**config.mk**
```make
export PLATFORM = sky130hd
export DESIGN_NAME = itm_agu_sched
export DESIGN_NICKNAME = d
export VERILOG_FILES = /design/src/inc/itm_pkg.sv /design/src/rtl/itm_agu_sched.sv
export SDC_FILE = /design/constraint.sdc
export NUM_CORES = 1
export LEC_CHECK = 0
export ABC_AREA = 1
export BUFFER_PORTS_ARGS = -buffer_cell sky130_fd_sc_hd__buf_2
export CORE_AREA = 2 2 39 41
export DETAILED_ROUTE_END_ITERATION = 7
export DIE_AREA = 0 0 41 43
export GPL_ROUTABILITY_DRIVEN = 0
export GPL_TIMING_DRIVEN = 0
export PLACE_DENSITY = 0.77
export SYNTH_ARGS = -nofsm -noshare
export SYNTH_HDL_FRONTEND = slang
export SYNTH_SLANG_ARGS = --single-unit
```
**constraint.sdc**
```tcl
create_clock -name vclk -period 0.8
set_input_delay 0.04 -clock vclk [all_inputs]
set_output_delay 0.04 -clock vclk [all_outputs]
set_load 0.05 [all_outputs]
```
**src/inc/itm_pkg.sv**
```systemverilog
// types and constants for the integer issue timing model
// Operation
// - data ops see three operand forms: no shift, constant shift, register shift
// - moves take 1 cycle, or 2 when shifted by a register
// - logic/arith/compare ops take 1, 2 or 3 cycles by shift form
// - saturating and halving parallel add/sub take 2 cycles, unshifted only
// - doubling saturating add/sub and word saturate take 3 cycles
// - dual-halfword saturate and plain parallel add/sub take 1 cycle
// - extend-and-add ops take 3 cycles
// - plain extend ops take 2 cycles
// - bitfield clear, insert and extract take 2 cycles
// - count zeros, half moves, reverses and status reads take 1 cycle
// - status writes not touching mode or control take 1 cycle, not serializing
// - load forwarding path saves exactly one cycle of load-use penalty
// - forwarding only for unshifted arith/logic/saturate after plain unconditional load
// - load latency counts to the first loaded register
// - simple word loads: 1 address cycle, latency 2 forwarded, 3 otherwise
// - register-shifted word loads: 1 address cycle, latency 3 or 4
// - simple byte/halfword loads: 2 address cycles, latency 3 or 4
// - register-shifted byte/halfword loads: 2 address cycles, latency 4 or 5
// - two words per beat, but a 64-bit beat needs a 64-bit aligned address
// - multi-register transfers take cycles set by list length and alignment
package itm_pkg;
    localparam int ITM_NUM_REGS = 16;
    localparam int ITM_SB_W = 3;
    localparam int ITM_AGU_W = 4;

    localparam logic [1:0] CYC_BASE = 2'h1;
    localparam logic [1:0] CYC_MOV_REG = 2'h2;
    localparam logic [1:0] CYC_ALU_CONST = 2'h2;
    localparam logic [1:0] CYC_ALU_REG = 2'h3;
    localparam logic [1:0] CYC_PACK_SHIFT = 2'h2;
    localparam logic [1:0] CYC_SATQ = 2'h2;
    localparam logic [1:0] CYC_SATD = 2'h3;
    localparam logic [1:0] CYC_PAR = 2'h1;
    localparam logic [1:0] CYC_XTA = 2'h3;
    localparam logic [1:0] CYC_XT = 2'h2;
    localparam logic [1:0] CYC_BF = 2'h2;
    localparam logic [1:0] CYC_MISC = 2'h1;
    localparam logic [1:0] CYC_PSR = 2'h1;

    localparam logic [3:0] AGU_WORD = 4'h1;
    localparam logic [3:0] AGU_BH = 4'h2;
    localparam logic [2:0] LAT_WORD = 3'h3;
    localparam logic [2:0] LAT_WORD_RS = 3'h4;
    localparam logic [2:0] LAT_BH = 3'h4;
    localparam logic [2:0] LAT_BH_RS = 3'h5;
    localparam logic [2:0] LAT_MULTI = 3'h3;
    localparam logic [2:0] FWD_SAVE = 3'h1;

    typedef enum logic [3:0] {
        OP_MOV, OP_ALU, OP_SATQ, OP_SATD, OP_PACK, OP_PAR, OP_XTA,
        OP_XT, OP_BF, OP_MISC, OP_PSR, OP_LOAD, OP_STORE
    } itm_op_e;

    typedef enum logic [1:0] {SH_NONE, SH_CONST, SH_REG} itm_shift_e;
    typedef enum logic [1:0] {SZ_WORD, SZ_BYTE, SZ_HALF} itm_size_e;
    typedef enum logic {AM_SIMPLE, AM_REGSHIFT} itm_amode_e;

    typedef struct packed {
        itm_op_e op;
        itm_shift_e shift;
        itm_size_e size;
        itm_amode_e amode;
        logic sext;
        logic cond;
        logic multi;
        logic aligned;
        logic [4:0] nregs;
        logic [3:0] dst;
        logic dst_vld;
        logic [3:0] src_a;
        logic src_a_vld;
        logic [3:0] src_b;
        logic src_b_vld;
        logic [3:0] src_s;
        logic src_s_vld;
    } itm_instr_s;

    typedef struct packed {
        logic [1:0] exec_cyc;
        logic [3:0] agu_cyc;
        logic [2:0] lat;
        logic fast;
        logic fwd;
        logic pair;
    } itm_disp_s;
endpackage

```
**src/rtl/itm_agu_sched.sv**
```systemverilog
// address generation cycle, latency and beat-width decode for memory ops
`timescale 1ns/1ps
module itm_agu_sched
    import itm_pkg::*;
(
    input wire itm_instr_s instr_i,
    output logic [3:0] agu_cyc_o,
    output logic [2:0] lat_o,
    output logic pair_o,
    output logic fast_o
);
    logic mem_op;

    assign mem_op = instr_i.op == OP_LOAD || instr_i.op == OP_STORE;

    always_comb
    begin
        agu_cyc_o = '0;
        lat_o = '0;
        pair_o = 1'b0;
        fast_o = 1'b0;
        if (mem_op)
        begin
            fast_o = instr_i.op == OP_LOAD && !instr_i.cond && !instr_i.sext;
            if (instr_i.multi)
            begin
                // unaligned start spends one single beat, then pairs follow
                if (instr_i.aligned)
                    agu_cyc_o = 4'((instr_i.nregs + 5'h1) >> 1);
                else
                    agu_cyc_o = 4'((instr_i.nregs >> 1) + 5'h1);
                pair_o = instr_i.aligned && instr_i.nregs > 5'h1;
                lat_o = LAT_MULTI;
            end
            else if (instr_i.size == SZ_WORD)
            begin
                agu_cyc_o = AGU_WORD;
                lat_o = instr_i.amode == AM_REGSHIFT ? LAT_WORD_RS : LAT_WORD;
            end
            else
            begin
                agu_cyc_o = AGU_BH;
                lat_o = instr_i.amode == AM_REGSHIFT ? LAT_BH_RS : LAT_BH;
            end
            if (instr_i.op == OP_STORE)
                lat_o = '0;
        end
    end
endmodule

```
# Word-level counts from Yosys, hierarchy flattened
# Cells that the tools add are included.
totals:
  output_inout_bits: 9
  latch_bits: 0
  mem_bits_ro: 0
  in_bits: 38
  ramBits: 0
  memories: 0
  ff_bits: 0
classes:
  mux: 13
  bitwise_logic: 0
  magnitude_cmp: 1
  reduce_logical: 7
  multipliers: 0
  eq_ne: 2
  div: 0
  addsub: 2
  n_shift: 0
ops:
  columns: ["operator", "count"]
  rows:
  - ["2-to-1 mux 3 bit", 5]
  - ["2-to-1 mux 4 bit", 3]
  - ["== test 4 bit, second input constant", 2]
  - ["adder 5 x 1 -> 5 bit, second input constant", 1]
  - ["> comparator 5 x 1 -> 1 bit, second input constant", 1]
  - ["adder 4 x 1 -> 4 bit, second input constant", 1]
  - ["2-to-1 mux 1 bit", 4]
  - ["logical AND 1 bit", 3]
  - ["logical NOT 1 bit", 2]
  - ["logical NOT 2 bit", 1]
  - ["2-to-1 mux 2 bit", 1]
  - ["logical OR 1 bit", 1]

# Logic depth before layout (Yosys ltp)
# Gate-level depths: netlist of run 1.
logic_depth:
  depth_word: 5
  depth_mapped: 7
  depth_no_buf: 7

# Worst setup path before layout of run 1
# No wires, ideal clock.
synth_timing:
  kind: "in2out"
  from: "input instr_i[29] (netlist name)"
  to: "output lat_o[2]"
  arrival_ps: 1342
  path_buffers: 0
  required_ps: 760
  cell_stages: 3
  setup_slack_ps: -582
  cell_sequence: "inv_1 > ha_1 > nor3_1"
synth_between:
  elab_chain_len: 5
synth_rtl:
  columns: ["item", "line", "source"]
  rows:
  - ["from (decl)", "itm_agu_sched.sv:6", "input wire itm_instr_s instr_i,"]
  - ["2-to-1 mux 3 bit", "itm_agu_sched.sv:38", "lat_o = instr_i.amode == AM_REGSHIFT ? LAT_WORD_RS : LAT_WORD;"]
  - ["2-to-1 mux 3 bit", "itm_agu_sched.sv:35", "else if (instr_i.size == SZ_WORD)"]
  - ["2-to-1 mux 3 bit", "itm_agu_sched.sv:25", "if (instr_i.multi)"]
  - ["2-to-1 mux 3 bit", "itm_agu_sched.sv:45", "if (instr_i.op == OP_STORE)"]
  - ["2-to-1 mux 3 bit", "itm_agu_sched.sv:22", "if (mem_op)"]
  - ["to (decl)", "itm_agu_sched.sv:8", "output logic [2:0] lat_o,"]
# No other way between the ends.

# Worst setup path after layout of run 1
layout_timing:
  from: "input instr_i[21] (netlist name)"
  to: "output agu_cyc_o[1]"
layout_between:
  elab_chain_len: 4
layout_rtl:
  columns: ["item", "line", "source"]
  rows:
  - ["adder 5 x 1 -> 5 bit / adder 4 x 1 -> 4 bit (equally long branches)", "itm_agu_sched.sv:29, itm_agu_sched.sv:31", null]
  - ["2-to-1 mux 4 bit *", "itm_agu_sched.sv:28", "if (instr_i.aligned)"]
  - ["2-to-1 mux 4 bit *", "itm_agu_sched.sv:25", null]
  - ["2-to-1 mux 4 bit *", "itm_agu_sched.sv:22", null]
  - ["to (decl)", "itm_agu_sched.sv:7", "output logic [3:0] agu_cyc_o,"]
# Mark *: on every way between the ends. The rest lies on a longest branch, timed or not.

==> flow_metrics.py, run 1 <==
metrics = {
    "status": {
        "outcome": "finished with violations",
        "violations": "setup timing",
    },
    "critical_path": {
        "cp.required_ps": 760,
        "cp_max_fo": 4,
        "worstSetupEndpointType": "output port",
        "worst_path_max_delay_cell": "ha_4",
        "worstSetupStartpointType": "primary input",
        "slowest_delay_ps": 250,
        "path_cells": "buf_12 -> inv_12 -> ha_4 -> nor2_2 -> nor2_1 -> nand2_1 -> a21oi_4 -> buf_6",
        "criticalPathCategory": "primary input to output port",
        "crit_arrival_ps": 910,
    },
    "drt": {
        "wl_per_cell_microns": 10.1,
        "vias_per_cell": 4.54,
        "drt_first_pass_iters": 2,
        "final_antenna_net_count": 0,
        "drtIter0Drc": 1,
        "drc": 0,
        "routed_wl_microns": 1070,
        "vias": 481,
    },
    "floorplanning": {
        "die_y_microns": 43,
        "start_util_pct": 22.8,
        "die_width_microns": 41,
        "rows": 14,
        "core_area_sq_um": 1380,
        "ios": 47,
        "fp.dieArea_sq_um": 1760,
    },
    "layout": {
        "area_growth_pct": 152,
        "final_util_pct": 57.5,
        "seq_cells": 0,
        "drive_gt1_share_pct": 67.8,
        "seq_area_sq_um": 0,
        "final_nets": 135,
        "num_antenna_cells": 0,
        "clkbuf_count": 0,
    },
    "global_routing": {
        "grt_start_max_net_pins": 8,
        "track_usage_pct": 10.7,
        "grt_overflow": 0,
        "antenna_found_initial": 0,
        "grt_first_pass_wirelength_microns": 1400,
        "grt_pass1_vias": 413,
    },
    "sta": {
        "setup_viol": 5,
        "drv_slew": 0,
        "fin_ws_ps": -147,
        "max_freq_mhz": 1060,
        "post-route-min-period_ps": 947,
        "rsz0062_at_grt": "true",
        "slew_headroom_pct": 87.7,
        "setup_tns_ps": -412,
        "fin_crit_sh_pct": 118,
        "worst_slew_pin_slew_ps": 185,
        "whs_ps": 375,
        "finalHoldViolCount": 0,
    },
    "logic_synthesis": {
        "syn_nets": 106,
        "synth_compound_area_share_pct": 7.94,
        "muxShareOfSynthArea_pct": 0,
        "synth-simple-area-share_pct": 56.7,
        "ys_seq_area_share_pct": 0,
        "synth_fa_ha_area_share_pct": 19.8,
        "synth.distinct_cells": 11,
        "synthXorXnorAreaFrac_pct": 0,
        "synthCells": 63,
        "avgSynthCellArea_sq_um": 5.00,
        "synth_top_family_by_area": "simple AND/OR/NAND/NOR gates",
        "yosysWarnings": 0,
        "syn-cell-area_sq_um": 315,
    },
    "hold_path": {
        "worstHoldPathType": "primary input to output port",
        "hp-start": "instr_i[28]",
        "min_path_cells": 3,
        "whs_endpoint": "fast_o",
    },
    "power": {
        "fin_total_pwr_mw": 0.365,
        "p_per_area_nw_per_um2": 459,
        "p_leak_nw": 0.383,
        "ir_drop_mv": 0.207,
    },
    "placement": {
        "preCtsSetupSlack_ps": -431,
        "dp_hpwl_microns": 739,
        "io_buffers": 25,
    },
    "flow_run": {
        "maxCapViolCount": 0,
    },
    "clock_tree": {
        "hold_buffers": 0,
    },
}
critical path: cells and delay by family:
family,cells,cell delay [ps]
buffers and inverters,3,300
AOI/OAI and AO/OA,1,130
and+or+nand+nor,3,200
adders and majority gates,1,250
Yosys cell counts:
master   instances  area (sq um)
nand2_1         19          71.3
inv_1           13          48.8
nor2_1           9          33.8
ha_1             5          62.6
a21oi_1          4          20.0
nand2_2          4          25.0
nand3_1          4          20.0
nor3_1           2          10.0
nand4_2          1          12.5
nor2_2           1          6.26
o21ai_1          1          5.00
area by class of cell:
cell class                 count  area (sq um)
inverter                      13          71.3
fill                         120           588
timing repair buffer          27           275
tap                           16          20.0
multi-input combinational     50           429
logic make-up after synthesis:
logic type,count (synthesis)
and+or+nand+nor,40
buffers and inverters,13
adders and majority gates,5
AOI/OAI and AO/OA,5
through the flow:
step | instances | cell area [sq um]
finish | 106 | 796
floorplan | 63 | 418
global route | 106 | 796
detailed placement | 104 | 563
global placement | 104 | 563
CTS | 105 | 714
per-layer routing:
metal  up-vias  track usage, %  share of wire (%)
met5         -               0                  0
met4         0               0                  0
met3         0               0                6.8
met2        19            23.8                 62
met1       215            9.81                 32
li1        247               -                  -
cell usage in the layout, fill, tap and decap left out, types with 2 or more instances in the layout:
cell type / n
nor2_4: 5
nand3_2: 2
buf_8: 6
buf_4: 6
nand2_2: 5
nand3_1: 2
ha_4: 3
nand2_1: 15
nor2_1: 2
a21oi_2: 3
nand2_4: 3
nor2_2: 3
inv_1: 9
buf_2: 6
nor3_2: 2
buf_6: 8
power breakdown:
part	total (mW)	leakage, nW	switching [mW]	internal (mW)
Combinational	0.365	0.383	0.199	0.166
Clock	0	0	0	0
Sequential	0	0	0	0
worst max path at each step:
stage | start | to | depth (start not counted) | slack [ps]
2_1_floorplan | instr_i[29] | lat_o[2] | 3 | -160
3_3_place_gp | instr_i[21] | agu_cyc_o[1] | 8 | -420
3_5_place_dp | instr_i[21] | agu_cyc_o[1] | 8 | -430
4_1_cts | instr_i[21] | agu_cyc_o[1] | 8 | -160
5_1_grt | instr_i[21] | agu_cyc_o[1] | 8 | -220
6_report | instr_i[21] | agu_cyc_o[1] | 8 | -150
what timing repair did:
action / CTS / global route
buffers inserted: 1 / 1
pin swaps: 19 / 13
endpoints found under the setup margin: 9 / 9
resized for setup: 39 / 20
(Power assumes the default switching activity.)
==> inputs of run 2 (changes only) <==
--- a/config.mk
+++ b/config.mk
@@ -6,7 +6,7 @@
 export NUM_CORES = 1
 export LEC_CHECK = 0
 export ABC_AREA = 1
-export BUFFER_PORTS_ARGS = -buffer_cell sky130_fd_sc_hd__buf_2
+export BUFFER_PORTS_ARGS = -buffer_cell sky130_fd_sc_hd__clkbuf_2
 export CORE_AREA = 2 2 39 41
 export DETAILED_ROUTE_END_ITERATION = 7
 export DIE_AREA = 0 0 41 43
==> run 2 against run 1 <==
- the run still ends with setup timing left
- first-iteration DRC count rose to 3.0 times the previous value
- maximum frequency down 2.5%
- cell count rose by 0.94%
- non-clock buffer count is 1 higher
- design area is 1.9% higher
- via count increased by 4.2%
- die area stayed put
- critical path depth is the same
- global-route usage is 1.0 points higher
- flip-flop and latch count unchanged
- critical path type unchanged
- critical endpoint unchanged
- largest cell class unchanged
==> flow_metrics.py, run 2 (same netlist as run 1, synthesis figures left out) <==
metrics = {
    "power": {
        "seq_power_share_pct": 0,
        "internal-power_mw": 0.155,
        "power_switching_mw": 0.202,
        "ir_drop_mv": 0.216,
        "p_leak_nw": 0.390,
        "p_per_area_nw_per_um2": 441,
        "clockPowerShare_pct": 0,
        "fin_total_pwr_mw": 0.358,
        "pwr-share-comb_pct": 100.0,
        "netSwitchingFraction_pct": 56.5,
    },
    "layout": {
        "seq_cells": 0,
        "layout_common_cells": "nand2_1, clkbuf_2, inv_1, buf_8, nor2_4",
        "fin_cells": 107,
        "area_growth_pct": 157,
        "final_common_cell": "nand2_1",
        "fill_cells": 113,
        "clkbuf_count": 0,
        "drive_gt1_share_pct": 64.8,
        "num_antenna_cells": 0,
        "seq_area_sq_um": 0,
        "final_nets": 136,
    },
    "critical_path": {
        "criticalPathCategory": "primary input to output port",
        "crit_arrival_ps": 930,
        "crit_start": "instr_i[21]",
        "cp.required_ps": 760,
        "worstSetupStartpointType": "primary input",
        "cp_max_fo": 4,
        "worstSetupEndpointType": "output port",
    },
    "sta": {
        "finalHoldViolCount": 0,
        "whs_ps": 384,
        "fin_ws_ps": -171,
        "setup_viol": 8,
        "drv_slew": 0,
        "worst_slew_pin_slew_ps": 235,
        "max_freq_mhz": 1030,
        "post-route-min-period_ps": 971,
        "rsz0062_at_grt": "true",
        "setup_tns_ps": -626,
        "slew_headroom_pct": 84.3,
        "fin_crit_sh_pct": 121,
    },
    "floorplanning": {
        "core_area_sq_um": 1380,
        "die_width_microns": 41,
        "rows": 14,
        "die_y_microns": 43,
        "start_util_pct": 22.8,
        "fp.dieArea_sq_um": 1760,
        "ios": 47,
    },
    "placement": {
        "io_buffers": 25,
        "place_inst": 104,
        "dp_hpwl_microns": 773,
    },
    "drt": {
        "vias": 501,
        "wl_met1_microns": 373,
        "drtIter0Drc": 3,
        "vias_per_cell": 4.68,
        "final_antenna_net_count": 0,
        "drc": 0,
        "dr_wl_met3_microns": 72,
        "drt_first_pass_iters": 2,
        "wl_per_cell_microns": 11.0,
        "routed_wl_microns": 1170,
        "highest_layer": "met3",
        "routed-wl-met2_microns": 728,
    },
    "global_routing": {
        "grt_start_max_net_pins": 8,
        "grt_overflow": 0,
        "track_usage_pct": 11.7,
        "grt_pass1_vias": 429,
        "grt_first_pass_wirelength_microns": 1530,
        "antenna_found_initial": 0,
    },
    "status": {
        "outcome": "finished with violations",
        "violations": "setup timing",
    },
    "hold_path": {
        "hp-start": "instr_i[28]",
        "worstHoldPathType": "primary input to output port",
    },
    "flow_run": {
        "maxCapViolCount": 0,
    },
    "clock_tree": {
        "hold_buffers": 0,
    },
}
## run 2: cell count changes in the layout (fill, tap and decap cells not counted), moves of 2 or more
cell	delta
clkbuf_2	+12
clkbuf_8	+2
buf_2	-6
buf_4	-4
clkbuf_16	+2
buf_6	-5
## run 2: metal layers
metal	GRT usage, %	up-vias
met5	0	-
met3	0	0
met2	25.6	19
met4	0	0
met1	11.1	231
li1	-	251
## run 2: stage by stage
stage / setup slack [ps] / util, % / cell area [sq um]
after floorplan: -164 / - / 418
after global placement: -452 / 40.7 / 563
after detailed placement: -456 / 40.7 / 563
after CTS: -196 / 52.6 / 728
after global routing: -244 / 58.6 / 811
final: -171 / 58.6 / 811
## run 2: timing repair
item / 4_1_cts / 5_1_grt
pin swaps: 8 / 9
gates resized for setup: 35 / 21
setup buffers: 0 / 3
setup endpoints to repair: 9 / 9
## run 2: power by group through the flow
| stage | logic [mW] | clock network (mW) | registers, mW |
|---|---|---|---|
| 6_report | 0.358 | 0 | 0 |
| 5_1_grt | 0.388 | 0 | 0 |
| 4_1_cts | 0.320 | 0 | 0 |
| 3_5_place_dp | 0.254 | 0 | 0 |
| 3_3_place_gp | 0.247 | 0 | 0 |
| 2_1_floorplan | 0.161 | 0 | 0 |
## run 2: layout make-up
class,instances,area [sq um],share of cell area [%]
Inverter,13,68.8,8.49
Multi-Input combinational cell,50,430,53.1
Tap cell,16,20.0,2.47
Timing Repair Buffer,28,292,36.0
## run 2: final timing paths
| path | to | depth (start not counted) |
|---|---|---|
| setup / recovery | agu_cyc_o[1] | 8 |
| hold / removal | fast_o | 3 |
## run 2: critical path, stage by stage
cell and delay, ps:
clkbuf_16 130, inv_12 30, ha_4 240, nor2_2 30
nor2_1 80, nand2_1 90, a21oi_4 140, buf_8 160
==> inputs of run 3 (changes only) <==
--- a/config.mk
+++ b/config.mk
@@ -12,7 +12,7 @@
 export DIE_AREA = 0 0 41 43
 export GPL_ROUTABILITY_DRIVEN = 0
 export GPL_TIMING_DRIVEN = 0
-export PLACE_DENSITY = 0.77
+export PLACE_DENSITY = 0.75
 export SYNTH_ARGS = -nofsm -noshare
 export SYNTH_HDL_FRONTEND = slang
 export SYNTH_SLANG_ARGS = --single-unit
==> run 3 against run 2 <==
- non-clock buffer count shrank 1
- die area is the same
- clock-buffer cell count is the same
- total power shrank 4.3%
- maximum frequency shrank 0.68%
- the run still ends with setup timing left
- first-iteration DRC count shrank 100%
- utilization shrank 2.4 points
==> flow_metrics.py, run 3 (same netlist as run 1, synthesis figures left out) <==
metrics = {
    "power": {
        "p_per_area_nw_per_um2": 440,
        "fin_total_pwr_mw": 0.342,
        "p_leak_nw": 0.370,
        "ir_drop_mv": 0.155,
    },
    "global_routing": {
        "grt_overflow": 0,
        "antenna_found_initial": 0,
        "track_usage_pct": 10.7,
        "grt_first_pass_wirelength_microns": 1390,
        "grt_pass1_vias": 427,
        "grt_start_max_net_pins": 8,
    },
    "hold_path": {
        "worstHoldPathType": "primary input to output port",
    },
    "placement": {
        "dp_hpwl_microns": 813,
        "preCtsSetupSlack_ps": -455,
        "io_buffers": 25,
    },
    "floorplanning": {
        "fp.dieArea_sq_um": 1760,
        "core_area_sq_um": 1380,
        "rows": 14,
        "start_util_pct": 22.8,
        "ios": 47,
        "die_y_microns": 43,
        "die_width_microns": 41,
    },
    "sta": {
        "whs_ps": 349,
        "slew_headroom_pct": 86.7,
        "rsz0062_at_grt": "true",
        "fin_crit_sh_pct": 122,
        "worst_slew_pin_slew_ps": 199,
        "finalHoldViolCount": 0,
        "setup_viol": 6,
        "post-route-min-period_ps": 978,
        "fin_ws_ps": -178,
        "max_freq_mhz": 1020,
        "drv_slew": 0,
    },
    "drt": {
        "highest_layer": "met3",
        "final_antenna_net_count": 0,
        "vias": 474,
        "drt_first_pass_iters": 1,
        "dr_wl_met3_microns": 51,
        "routed-wl-met2_microns": 667,
        "routed_wl_microns": 1090,
        "wl_per_cell_microns": 10.3,
        "drtIter0Drc": 0,
        "vias_per_cell": 4.47,
        "drc": 0,
        "wl_met1_microns": 368,
    },
    "layout": {
        "drive_gt1_share_pct": 63.3,
        "clkbuf_count": 0,
        "fill_cells": 117,
        "area_growth_pct": 146,
        "seq_area_sq_um": 0,
        "final_util_pct": 56.1,
        "final_nets": 135,
        "layout_common_cells": "nand2_1, clkbuf_2, inv_1, buf_8",
        "seq_cells": 0,
        "final_common_cell": "nand2_1",
        "num_antenna_cells": 0,
    },
    "status": {
        "outcome": "finished with violations",
        "violations": "setup timing",
    },
    "critical_path": {
        "worstSetupEndpointType": "output port",
        "cp.required_ps": 760,
        "cp_max_fo": 4,
        "crit_arrival_ps": 940,
        "worstSetupStartpointType": "primary input",
        "crit_start": "instr_i[21]",
        "criticalPathCategory": "primary input to output port",
        "endpoint": "agu_cyc_o[1]",
    },
    "flow_run": {
        "maxCapViolCount": 0,
    },
}
-- run 3: changes by cell type in the layout (fill, tap and decap cells not counted) --
cell	change
nor3_4	-1
clkbuf_8	-1
nand2_2	+1
nor3_2	+1
nor2_2	-1
buf_6	-1
nor2_1	+1
nand2_4	-1
clkbuf_2	+1
-- run 3: metal layers --
metal | up-vias | GRT usage (%)
li1 | 250 | -
met1 | 206 | 8.23
met2 | 18 | 25.3
met3 | 0 | 0
met4 | 0 | 0
met5 | - | 0
-- run 3: report_power, final --
| part | switching (mW) | internal (mW) | total [mW] |
|---|---|---|---|
| combinational | 0.193 | 0.149 | 0.342 |
| clock | 0 | 0 | 0 |
| sequential | 0 | 0 | 0 |
-- run 3: area by class of cell --
class              count  area [sq um]  area share, %
multi-input cells     50           417           53.6
repair buffers        27           272           34.9
inverters             13          68.8           8.86
well taps             16          20.0           2.58
-- run 3: what timing repair did --
item                       CTS  global route
resized for setup           32            18
setup buffers                1             1
hold buffers                 0             0
setup endpoints to repair    9             9
pin swaps                   12             6
-- run 3: worst min path at each step --
stage                            from  depth (start not counted)     end
after detailed placement  instr_i[28]                          3  fast_o
after global routing      instr_i[28]                          3  fast_o
after CTS                 instr_i[28]                          3  fast_o
after global placement    instr_i[28]                          3  fast_o
final                     instr_i[28]                          3  fast_o
after floorplan           instr_i[28]                          1  fast_o
-- run 3: critical path: stages --
cell and delay (ps):
clkbuf_16 130, inv_12 30, ha_4 240, nor2_1 30
nor2_1 80, nand2_1 90, a21oi_4 140, buf_8 160
-- run 3: stage by stage --
| stage | cell area, sq um | std cells | TNS [ps] |
|---|---|---|---|
| 6_report | 777 | 106 | -523 |
| 5_1_grt | 777 | 106 | -891 |
| 4_1_cts | 719 | 105 | -709 |
| 3_5_place_dp | 563 | 104 | -2130 |
| 3_3_place_gp | 563 | 104 | -1980 |
| 2_1_floorplan | 418 | 63 | -511 |
